[config.mk]
export PLATFORM = sky130hd
export DESIGN_NAME = phy_link_tracker
export DESIGN_NICKNAME = d
export VERILOG_FILES = /design/src/include/link_track_pkg.sv /design/src/include/status_rd_if.sv /design/src/rtl/mdio_read_observer.sv /design/src/rtl/phy_link_tracker.sv
export SDC_FILE = /design/constraint.sdc
export NUM_CORES = 1
export LEC_CHECK = 0
export ABC_CLOCK_PERIOD_IN_PS = 3750
export BUFFER_PORTS_ARGS = -buffer_cell sky130_fd_sc_hd__buf_2
export CAP_MARGIN = 10
export CORE_MARGIN = 5
export CORE_UTILIZATION = 55
export CTS_CLUSTER_SIZE = 20
export DETAILED_ROUTE_END_ITERATION = 7
export GPL_ROUTABILITY_DRIVEN = 0
export GPL_TIMING_DRIVEN = 1
export MAX_ROUTING_LAYER = met4
export PLACE_DENSITY = 0.86
export SYNTH_ARGS = -nofsm -noshare
export SYNTH_HDL_FRONTEND = slang
export SYNTH_SLANG_ARGS = --single-unit
[constraint.sdc]
create_clock -name core_clk -period 3.75 [get_ports core_clk]
set_clock_uncertainty 0.1 [all_clocks]
set_input_delay 0.1875 -clock core_clk [delete_from_list [all_inputs] [get_ports core_clk]]
set_output_delay 0.1875 -clock core_clk [all_outputs]
set_load 0.02 [all_outputs]
[src/include/link_track_pkg.sv]
// Purpose: Shared constants for the PHY connectivity tracking block.
// Assumes: 32-bit classic Wishbone register bus, word-aligned offsets.
// Notes: MDIO frame field positions refer to the observer shift register.
package link_track_pkg;

	// Register byte offsets
	localparam logic [7:0] OFS_CONN_STATE = 8'h00;
	localparam logic [7:0] OFS_CHG_RAW = 8'h04;
	localparam logic [7:0] OFS_CHG_MASKED = 8'h08;
	localparam logic [7:0] OFS_CHG_ENABLE = 8'h0c;
	localparam logic [7:0] OFS_PHY_SEL_0 = 8'h10;
	localparam logic [7:0] OFS_PHY_SEL_1 = 8'h14;

	// Reset values
	localparam logic [31:0] RST_CONN_STATE = 32'h0000_0000;
	localparam logic [1:0] RST_CHG = 2'h0;
	localparam logic [1:0] RST_CHG_ENABLE = 2'h0;
	localparam logic [4:0] RST_PHY_SEL = 5'h00;

	// Generic status register address and its link-up bit
	localparam logic [4:0] GEN_STATUS_REG = 5'h01;
	localparam int LINK_UP_BIT = 2;

	// Observer frame layout: bits following the first start bit
	localparam int FRAME_BITS = 31;
	localparam int FB_START2 = 30;
	localparam int FB_OP_HI = 29;
	localparam int FB_OP_LO = 28;
	localparam int FB_PHY_HI = 27;
	localparam int FB_PHY_LO = 23;
	localparam int FB_REG_HI = 22;
	localparam int FB_REG_LO = 18;
	localparam int FB_TA_ACK = 16;
	localparam logic [1:0] OP_READ = 2'h2;

endpackage

[src/include/status_rd_if.sv]
// Purpose: Carries completed MDIO register reads from observer to tracker.
// Assumes: One core_clk domain; done is a one-cycle pulse.
// Notes: ack is high when the PHY drove the turnaround low.
`timescale 1ns/1ps
interface status_rd_if;
	logic done;
	logic [4:0] phy_addr;
	logic [4:0] reg_addr;
	logic ack;
	logic [15:0] data;

	modport src (output done, output phy_addr, output reg_addr,
		output ack, output data);
	modport dst (input done, input phy_addr, input reg_addr,
		input ack, input data);
endinterface

[src/rtl/mdio_read_observer.sv]
// Purpose: Watches MDC/MDIO pins and reports each completed read frame.
// Assumes: MDIO sampled on rising MDC; idle line is high (pull-up).
// Notes: Pins pass three flops; an MDC level counts once stages 2 and 3 agree, MDIO is taken from stage 3.
`timescale 1ns/1ps
module mdio_read_observer
	import link_track_pkg::*;
(
	// Clock and reset
	input wire logic core_clk,
	input wire logic arst_n,
	// Serial pins
	input wire logic mdc_in,
	input wire logic mdio_in,
	// Read result
	status_rd_if.src rd
);

	logic [2:0] mdc_sync_q;
	logic [2:0] mdio_sync_q;
	logic mdc_lvl_q;
	logic mdc_rise;
	logic busy_q;
	logic [4:0] cnt_q;
	logic [FRAME_BITS-1:0] shift_q;
	logic [FRAME_BITS-1:0] shift_d;
	logic frame_end;

	// Three-stage synchronisers
	always_ff @(posedge core_clk or negedge arst_n) begin
		if (!arst_n) begin
			mdc_sync_q <= 3'h7;
			mdio_sync_q <= 3'h7;
		end else begin
			mdc_sync_q <= {mdc_sync_q[1:0], mdc_in};
			mdio_sync_q <= {mdio_sync_q[1:0], mdio_in};
		end
	end

	// Filtered clock level, updated only when stages agree
	always_ff @(posedge core_clk or negedge arst_n) begin
		if (!arst_n) begin
			mdc_lvl_q <= 1'b1;
		end else if (mdc_sync_q[1] == mdc_sync_q[2]) begin
			mdc_lvl_q <= mdc_sync_q[2];
		end
	end

	assign mdc_rise = !mdc_lvl_q && mdc_sync_q[1] && mdc_sync_q[2];
	assign shift_d = {shift_q[FRAME_BITS-2:0], mdio_sync_q[2]};
	assign frame_end = busy_q && mdc_rise && (cnt_q == 5'(FRAME_BITS - 1));

	// Frame collector: a low bit on an idle line starts a frame
	always_ff @(posedge core_clk or negedge arst_n) begin
		if (!arst_n) begin
			busy_q <= 1'b0;
			cnt_q <= 5'h00;
			shift_q <= '0;
		end else if (mdc_rise) begin
			if (!busy_q) begin
				busy_q <= !mdio_sync_q[2];
				cnt_q <= 5'h00;
			end else begin
				shift_q <= shift_d;
				cnt_q <= cnt_q + 5'h01;
				busy_q <= !frame_end;
			end
		end
	end

	// Read result, registered; done pulses for read frames only
	always_ff @(posedge core_clk or negedge arst_n) begin
		if (!arst_n) begin
			rd.done <= 1'b0;
			rd.phy_addr <= 5'h00;
			rd.reg_addr <= 5'h00;
			rd.ack <= 1'b0;
			rd.data <= 16'h0000;
		end else begin
			rd.done <= frame_end && shift_d[FB_START2] &&
				(shift_d[FB_OP_HI:FB_OP_LO] == OP_READ);
			if (frame_end) begin
				rd.phy_addr <= shift_d[FB_PHY_HI:FB_PHY_LO];
				rd.reg_addr <= shift_d[FB_REG_HI:FB_REG_LO];
				rd.ack <= !shift_d[FB_TA_ACK];
				rd.data <= shift_d[15:0];
			end
		end
	end

endmodule

[src/rtl/phy_link_tracker.sv]
// Purpose: Per-PHY connectivity vector and selected-PHY change events.
// Assumes: Classic Wishbone slave, 32-bit data, one-wait-state answer.
// Notes: Observer supplies read results; no interrupt output here.
//
// Design decisions made here: the Wishbone interface to the registers and the placing of the registers.
`timescale 1ns/1ps
module phy_link_tracker
	import link_track_pkg::*;
(
	// Clock and reset
	input wire logic core_clk,
	input wire logic arst_n,
	// Wishbone slave
	input wire logic wb_cyc_i,
	input wire logic wb_stb_i,
	input wire logic wb_we_i,
	input wire logic [7:0] wb_adr_i,
	input wire logic [3:0] wb_sel_i,
	input wire logic [31:0] wb_dat_i,
	output logic [31:0] wb_dat_o,
	output logic wb_ack_o,
	// MDIO pins, observed only
	input wire logic mdc_in,
	input wire logic mdio_in
);

	status_rd_if rd ();

	logic ack_q;
	logic [31:0] dat_q;
	logic [31:0] conn_q;
	logic [31:0] conn_d;
	logic [1:0] raw_q;
	logic [1:0] masked_q;
	logic [1:0] enable_q;
	logic [4:0] sel0_q;
	logic [4:0] sel1_q;
	logic [1:0] change;
	logic [1:0] clr;
	logic [1:0] clr_msk;
	logic req;
	logic wr;

	// Picks one PHY's bit out of the vector
	function automatic logic pick(input logic [31:0] vec,
		input logic [4:0] addr);
		pick = vec[addr];
	endfunction

	mdio_read_observer u_obs (
		.core_clk(core_clk),
		.arst_n(arst_n),
		.mdc_in(mdc_in),
		.mdio_in(mdio_in),
		.rd(rd)
	);

	// Bus request decode
	assign req = wb_cyc_i && wb_stb_i && !ack_q;
	assign wr = req && wb_we_i && wb_sel_i[0];
	assign wb_ack_o = ack_q;
	assign wb_dat_o = dat_q;

	// Next connectivity vector from a generic status read
	always_comb begin
		conn_d = conn_q;
		if (rd.done && rd.reg_addr == GEN_STATUS_REG) begin
			conn_d[rd.phy_addr] = rd.ack && rd.data[LINK_UP_BIT];
		end
	end

	// Change detection for the two monitored addresses
	assign change[0] = pick(conn_d, sel0_q) != pick(conn_q, sel0_q);
	assign change[1] = pick(conn_d, sel1_q) != pick(conn_q, sel1_q);

	// Connectivity vector, no bus write path
	always_ff @(posedge core_clk or negedge arst_n) begin
		if (!arst_n) begin
			conn_q <= RST_CONN_STATE;
		end else begin
			conn_q <= conn_d;
		end
	end

	// Raw and masked events, set wins over clear
	always_ff @(posedge core_clk or negedge arst_n) begin
		if (!arst_n) begin
			raw_q <= RST_CHG;
			masked_q <= RST_CHG;
		end else begin
			raw_q <= (raw_q & ~clr) | change;
			masked_q <= (masked_q & ~clr_msk) |
				(change & enable_q);
		end
	end

	// Enable and select registers
	always_ff @(posedge core_clk or negedge arst_n) begin
		if (!arst_n) begin
			enable_q <= RST_CHG_ENABLE;
			sel0_q <= RST_PHY_SEL;
			sel1_q <= RST_PHY_SEL;
		end else if (wr) begin
			case (wb_adr_i)
				OFS_CHG_ENABLE: enable_q <= wb_dat_i[1:0];
				OFS_PHY_SEL_0: sel0_q <= wb_dat_i[4:0];
				OFS_PHY_SEL_1: sel1_q <= wb_dat_i[4:0];
				default: ;
			endcase
		end
	end

	// Write-one-to-clear masks; a zero bit leaves its event alone
	assign clr = (wr && wb_adr_i == OFS_CHG_RAW) ?
		wb_dat_i[1:0] : 2'h0;
	assign clr_msk = (wr && wb_adr_i == OFS_CHG_MASKED) ?
		wb_dat_i[1:0] : 2'h0;

	// Acknowledge one cycle after request, then drop
	always_ff @(posedge core_clk or negedge arst_n) begin
		if (!arst_n) begin
			ack_q <= 1'b0;
		end else begin
			ack_q <= req;
		end
	end

	// Read data, unmapped reads return zero
	always_ff @(posedge core_clk or negedge arst_n) begin
		if (!arst_n) begin
			dat_q <= 32'h0000_0000;
		end else if (req) begin
			case (wb_adr_i)
				OFS_CONN_STATE: dat_q <= conn_q;
				OFS_CHG_RAW: dat_q <= {30'h0, raw_q};
				OFS_CHG_MASKED: dat_q <= {30'h0, masked_q};
				OFS_CHG_ENABLE: dat_q <= {30'h0, enable_q};
				OFS_PHY_SEL_0: dat_q <= {27'h0, sel0_q};
				OFS_PHY_SEL_1: dat_q <= {27'h0, sel1_q};
				default: dat_q <= 32'h0000_0000;
			endcase
		end
	end

endmodule

Word-level counts from Yosys, hierarchy flattened
Cells that the tools add are included. Widths: inputs -> output; s select.

$lt $le $gt $ge: 4. Equality and inequality tests: 11. Reductions and logical operators: 25. $add $sub $neg: 1. Muxes and demuxes: 17. Bitwise logic cells: 7.

Operators with widths (number): $pmux 32 s6 (1); $bwmux 32 (1); $mux 32 (1); $bmux 1 s5 (4); $lt 5x6->1 const B (3); $eq 8x4->1 const B (2); $eq 8x5->1 const B (2); $logic_and 1x1->1 (15); $eq 8x3->1 const B (1); $logic_not 8->1 (1); $reduce_and 2->1 (4); $and 2x2->2 (3); $mux 1 (6); $add 5x1->5 const B (1); $demux 1 s5 (1); $eq 5x1->1 const B (1); $eq 5x5->1 const B (1); $ge 5x1->1 const B (1); $logic_not 1->1 (5); $mux 5 (1); $mux 2 (2); $not 2->2 (2); $or 2x2->2 (2); $eq 2x2->1 const B (1); 2 further kinds (3).

Flip-flop bits (word level): 139. Input bits: 51.

Longest topological paths before layout
Depth in word-level cells: 11. Depth in mapped cells: 11. Depth with buffers taken out: 9.

Cells and area by module
Synthesis repeated with hierarchy kept, for this count alone.

Cells, all modules: 648. Area total of the unflattened synthesis: 7699.9 µm².

By module, submodules not included: phy_link_tracker (cells an instance 483, area an instance 4922.2 µm², sequential area each 2026.9 µm², instances 1); mdio_read_observer (cells an instance 165, area an instance 2777.7 µm², sequential area each 1785.5 µm², instances 1).

Least setup slack after synthesis
Ideal clock, no wire load.

Kind: register to register. Start: register u_obs.rd.reg_addr[1]. End: register masked_q[0]. Arrival time: 2.540 ns. Cell stages (with the launch flop): 11. Path buffers: 2. Library setup time: 0.121 ns. Setup slack: 0.989 ns. Cells stage by stage: dfrtp_1 > or4b_4 > buf_6 > or2_4 > buf_6 > o2111ai_1 > a31oi_1 > a2111oi_1 > o32ai_2 > xor2_1 > a22o_1.

Longest elaborated chain between the ends: 8.

Ends and longest elaborated chain: start: declaration (RTL line status_rd_if.sv:12) `modport src (output done, output phy_addr, output reg_addr,`; start signal: assignment (RTL line mdio_read_observer.sv:83) `rd.reg_addr <= shift_d[FB_REG_HI:FB_REG_LO];`; $eq 5x1->1 (RTL line phy_link_tracker.sv:67) `if (rd.done && rd.reg_addr == GEN_STATUS_REG) begin`; $logic_and 1x1->1 (RTL line phy_link_tracker.sv:67); $mux 32 (RTL line phy_link_tracker.sv:67); $bmux 1 s5 (RTL line phy_link_tracker.sv:47) `pick = vec[addr];`; $mux 1 (implied by the code) (RTL line phy_link_tracker.sv:47); $ne 1x1->1 (RTL line phy_link_tracker.sv:73) `assign change[0] = pick(conn_d, sel0_q) != pick(conn_q, sel0_q);`; $and 2x2->2 (RTL line phy_link_tracker.sv:93) `(change & enable_q);`; $or 2x2->2 (RTL line phy_link_tracker.sv:92) `masked_q <= (masked_q & ~clr_msk) |`; end signal: assignment (RTL line phy_link_tracker.sv:92); end: declaration (RTL line phy_link_tracker.sv:34) `logic [1:0] masked_q;`.

Every way passes these cells. The select of a mux whose other input is x is not followed. A chain may end at the register's enable or synchronous reset.

Final worst setup path
Start: register u_obs.rd.reg_addr[1]. End: register raw_q[1].

Longest elaborated chain between the ends: 7.

Ends and longest elaborated chain: $eq 5x1->1 (RTL line phy_link_tracker.sv:67); $logic_and 1x1->1 (RTL line phy_link_tracker.sv:67); $mux 32 (RTL line phy_link_tracker.sv:67); named net conn_d[23] (RTL line phy_link_tracker.sv:32) `logic [31:0] conn_d;`; $bmux 1 s5 (RTL line phy_link_tracker.sv:47); $mux 1 (implied by the code) (RTL line phy_link_tracker.sv:47); $ne 1x1->1 (RTL line phy_link_tracker.sv:74) `assign change[1] = pick(conn_d, sel1_q) != pick(conn_q, sel1_q);`; $or 2x2->2 (RTL line phy_link_tracker.sv:91) `raw_q <= (raw_q & ~clr) | change;`; end signal: assignment (RTL line phy_link_tracker.sv:91); end: declaration (RTL line phy_link_tracker.sv:33) `logic [1:0] raw_q;`.

The timed path passes the listed nets, and every way through them passes these cells. The select of a mux whose other input is x is not followed.

==> impl_metrics.csv <==
group,metric,value,unit
status,run_status,"finished with violations",
status,violations,"design-rule violations",
logic_synthesis,synth_top_area_share,46.4,%
floorplanning,core,0.0126,mm²
detailed_routing,vias,5715,
sta,setup_violations,0,
floorplanning,die_h,123,µm
floorplanning,row_count,41,
logic_synthesis,synth_area_leader_cell,"dfrtp_1",
clocking,clockBufferDepth,2,
sta,finalHoldViolCount,0,
clocking,cts_tree,"yes",
setup_path,critPathLaunchType,"register",
run,maxCapViolations,0,
sta,fmax,0.290,GHz
final_layout,nets,731,
worst_hold_path,min_path_cells,4,
setup_path,reg2reg_from,"u_obs.rd.reg_addr[1]",
logic_synthesis,netlist_instances,636,
final_layout,syn_to_final_growth,14.4,%
power_and_ir_drop,power,3.47,mW
placement,dp_hpwl,11700,µm
final_layout,drive_above_1_share,27.2,%
power_and_ir_drop,power_leakage,3.71,nW
sta,finalMaxSlewViolations,0,
detailed_routing,ant_nets,0,
logic_synthesis,synth.avg_cell_area,11.0,µm²
power_and_ir_drop,ir_drop,0.000426,V
floorplanning,fp.dieArea,0.0151,mm²
floorplanning,initial_core_util,55.7,%
worst_hold_path,holdPathEnd,"wb_dat_o[3]",
final_layout,fin_util,63.8,%
detailed_routing,drc,10,
grt,antenna_found_initial,0,
floorplanning,die_w,123,µm
detailed_routing,wl_per_cell,20.2,µm
detailed_routing,drtPass1Iterations,8,
floorplanning,pin_count,84,
clocking,cts_buffers,17,
detailed_routing,drt_iter0_markers,710,
setup_path,cp.arrival,3650,ps
setup_path,required,3950,ps
sta,min_period,3450,ps
power_and_ir_drop,p_per_area,433,mW/mm²
grt,grt_pass1_wl,29100,µm
logic_synthesis,ys_warn_count,0,
clocking,htreeDepth,4,
final_layout,n_antenna_cell,0,
sta,min_period_over_period,91.9,%
logic_synthesis,synth_area_leaders,"dfrtp_1, mux2_2, mux4_2, nand2_1, o31ai_1",
grt,grt_overflow,0,
logic_synthesis,ys_ff_latch,137,
sta,rsz0062_at_grt,"false",
worst_hold_path,worstHoldPathType,"input pin to register",
grt,grt_pass1_vias,5883,
worst_hold_path,holdCritStartpoint,"wb_adr_i[0]",
logic_synthesis,synth_cell_types,69,
setup_path,endpoint_kind,"register",
setup_path,rr_endpoint,"raw_q[1]",
sta,worstMarginPinSlew,1110,ps
clocking,cts-root-buf,"clkbuf_16",
sta,fin_setup_tns,0,ps
clocking,clkTransAtPathRegs,50,ps
grt,track_usage,25.7,%
setup_path,ff2ff_setup_slack,300,ps
grt,grt_max_degree,74,
logic_synthesis,yosysSeqAreaShare,49.1,%
setup_path,critPathMaxFanout,36,
logic_synthesis,synth-edff-count,0,
setup_path,worstRegToRegCells,8,
logic_synthesis,syn-num-nets,689,
clocking,cts.sinks,137,
detailed_routing,drt_wl_total,17400,µm
clocking,post_cts_buffers,0,
logic_synthesis,yosys_most_used_dff,"dfrtp_1",
clocking,clk_latency,430,ps
sta,relSlewSlack,26.1,%
placement,portBuffers,53,
setup_path,path_class,"register to register",
logic_synthesis,syn_area,0.00701,mm²
detailed_routing,vias_per_cell,6.63,
logic_synthesis,synthArstFlopShare,100,%
-- registers in the layout, indices dropped and copies added, names as in the netlist --
name	cells
raw_q	2
u_obs.rd.data	1
conn_q	32
sel0_q	5
u_obs.rd.phy_addr	5
u_obs.cnt_q	5
u_obs.rd.ack	1
wb_dat_o	32
u_obs.busy_q	1
u_obs.mdio_sync_q	3
u_obs.mdc_sync_q	3
wb_ack_o	1
enable_q	2
u_obs.mdc_lvl_q	1
u_obs.shift_q	30
u_obs.rd.done	1
u_obs.rd.reg_addr	5
masked_q	2
sel1_q	5
-- critical path, cell delays in order, from the launching register on --
cell and delay [ps]:
dfrtp_1 390, or4b_4 750, or2_4 400, o31ai_2 310, o32ai_1 120, a2111oi_0 630
o32ai_1 190, xnor2_1 300, nand2_1 100
-- timing repair --
item | in CTS | in global routing
hold buffers | 8 | 0
setup endpoints to repair | 0 | 0
gates resized for setup | 0 | 0
endpoints found under the hold margin | 87 | 0
-- cell families (layout without fill, tap and decap cells) --
logic type | Yosys count | after routing | share of synthesized area, %
and+or+nand+nor | 222 | 222 | 16.1
DFF | 137 | 137 | 49.1
AOI/OAI and AO/OA | 124 | 124 | 13.2
muxes | 86 | 86 | 17.2
buffers and inverters | 62 | 116 | 3.77
adders and majority gates | 3 | 3 | 0.500
xor gates and xnor gates | 2 | 2 | 0.250
-- report_power, final --
group          leakage, nW  switching [mW]  internal [mW]
sequential            1.84          0.0630           1.56
combinational         1.60           0.127          0.111
clock                0.277           0.604           1.00
-- worst max-delay path by stage --
stage / from / to / slack (ps) / cells past startpoint
CTS: u_obs.rd.reg_addr[1] / raw_q[1] / 440 / 8
finish: u_obs.rd.reg_addr[1] / raw_q[1] / 300 / 8
floorplan: u_obs.rd.reg_addr[1] / masked_q[0] / 990 / 10
detailed placement: u_obs.rd.reg_addr[1] / masked_q[0] / 470 / 8
global route: u_obs.rd.reg_addr[4] / raw_q[1] / 130 / 8
global placement: u_obs.rd.reg_addr[1] / masked_q[0] / 540 / 8
-- per-layer routing --
metal,wire [µm],track usage [%],up-vias
li1,-,-,2477
met1,6210,29.7,2713
met2,8330,39.5,398
met3,1910,8.43,127
met4,986,14.4,0
met5,0,-,-
-- per-stage QoR --
stage               cells  instance area (µm²)  setup WS (ps)  hold WS [ps]
floorplan             636                 7010            989          -208
detailed placement    823                 7370            469           199
finish                862                 8010            303           124
global placement      823                 7370            542           194
global route          862                 8010            132           186
CTS                   862                 8010            443           120
-- cells in the mapped netlist (3+ instances only) --
library cell  instances
nor3b_1               3
dfrtp_1             130
nand3_1              42
o211ai_1             14
a22o_1                4
or2_2                 4
and3b_1               3
o32ai_1               3
a222oi_1              3
nand2b_1              5
a21o_1                3
clkbuf_1             36
nor2_1               15
a21oi_1               3
buf_6                 3
nand4b_1              3
or4_1                 5
dfstp_2               7
nor3_1                3
o31ai_1              30
nand3b_1              4
and3_1                4
o2111ai_1             5
nand2_1             100
inv_1                11
mux2_2               54
mux4_2               22
o21ai_0              25
mux2i_1              10
a31oi_1               6
nand4_1              11
buf_1                 5
a211oi_1              3
buf_2                 4
o311ai_0              4
-- cells in the final DEF (no fill, tap or decap), types with 4 or more instances in the layout --
| cell type | synthesis | final |
|---|---|---|
| clkinv_2 | 0 | 4 |
| nor2_1 | 15 | 15 |
| nand3b_1 | 4 | 4 |
| clkbuf_16 | 0 | 17 |
| o31ai_1 | 30 | 30 |
| a22o_1 | 4 | 4 |
| buf_2 | 4 | 52 |
| o21ai_0 | 25 | 25 |
| clkbuf_1 | 36 | 4 |
| o211ai_1 | 14 | 14 |
| o311ai_0 | 4 | 4 |
| nand2b_1 | 5 | 5 |
| or2_2 | 4 | 4 |
| dlygate4sd3_1 | 0 | 8 |
| a31oi_1 | 6 | 6 |
| mux4_2 | 22 | 22 |
| nand2_1 | 100 | 100 |
| o2111ai_1 | 5 | 5 |
| dfstp_2 | 7 | 7 |
| and3_1 | 4 | 4 |
| buf_4 | 1 | 11 |
| nand3_1 | 42 | 42 |
| mux2i_1 | 10 | 10 |
| or4_1 | 5 | 5 |
| inv_1 | 11 | 11 |
| mux2_2 | 54 | 54 |
| dfrtp_1 | 130 | 130 |
| nand4_1 | 11 | 11 |
-- cell type report --
class	count	area, µm²
Clock buffer	23	468
Sequential cell	137	3440
Inverter	13	48.8
Fill cell	945	4550
Multi-Input combinational cell	437	3310
Tap cell	172	215
Timing Repair Buffer	72	443
Clock inverter	8	96.3
No activity file was read; power rests on OpenSTA's default activity.
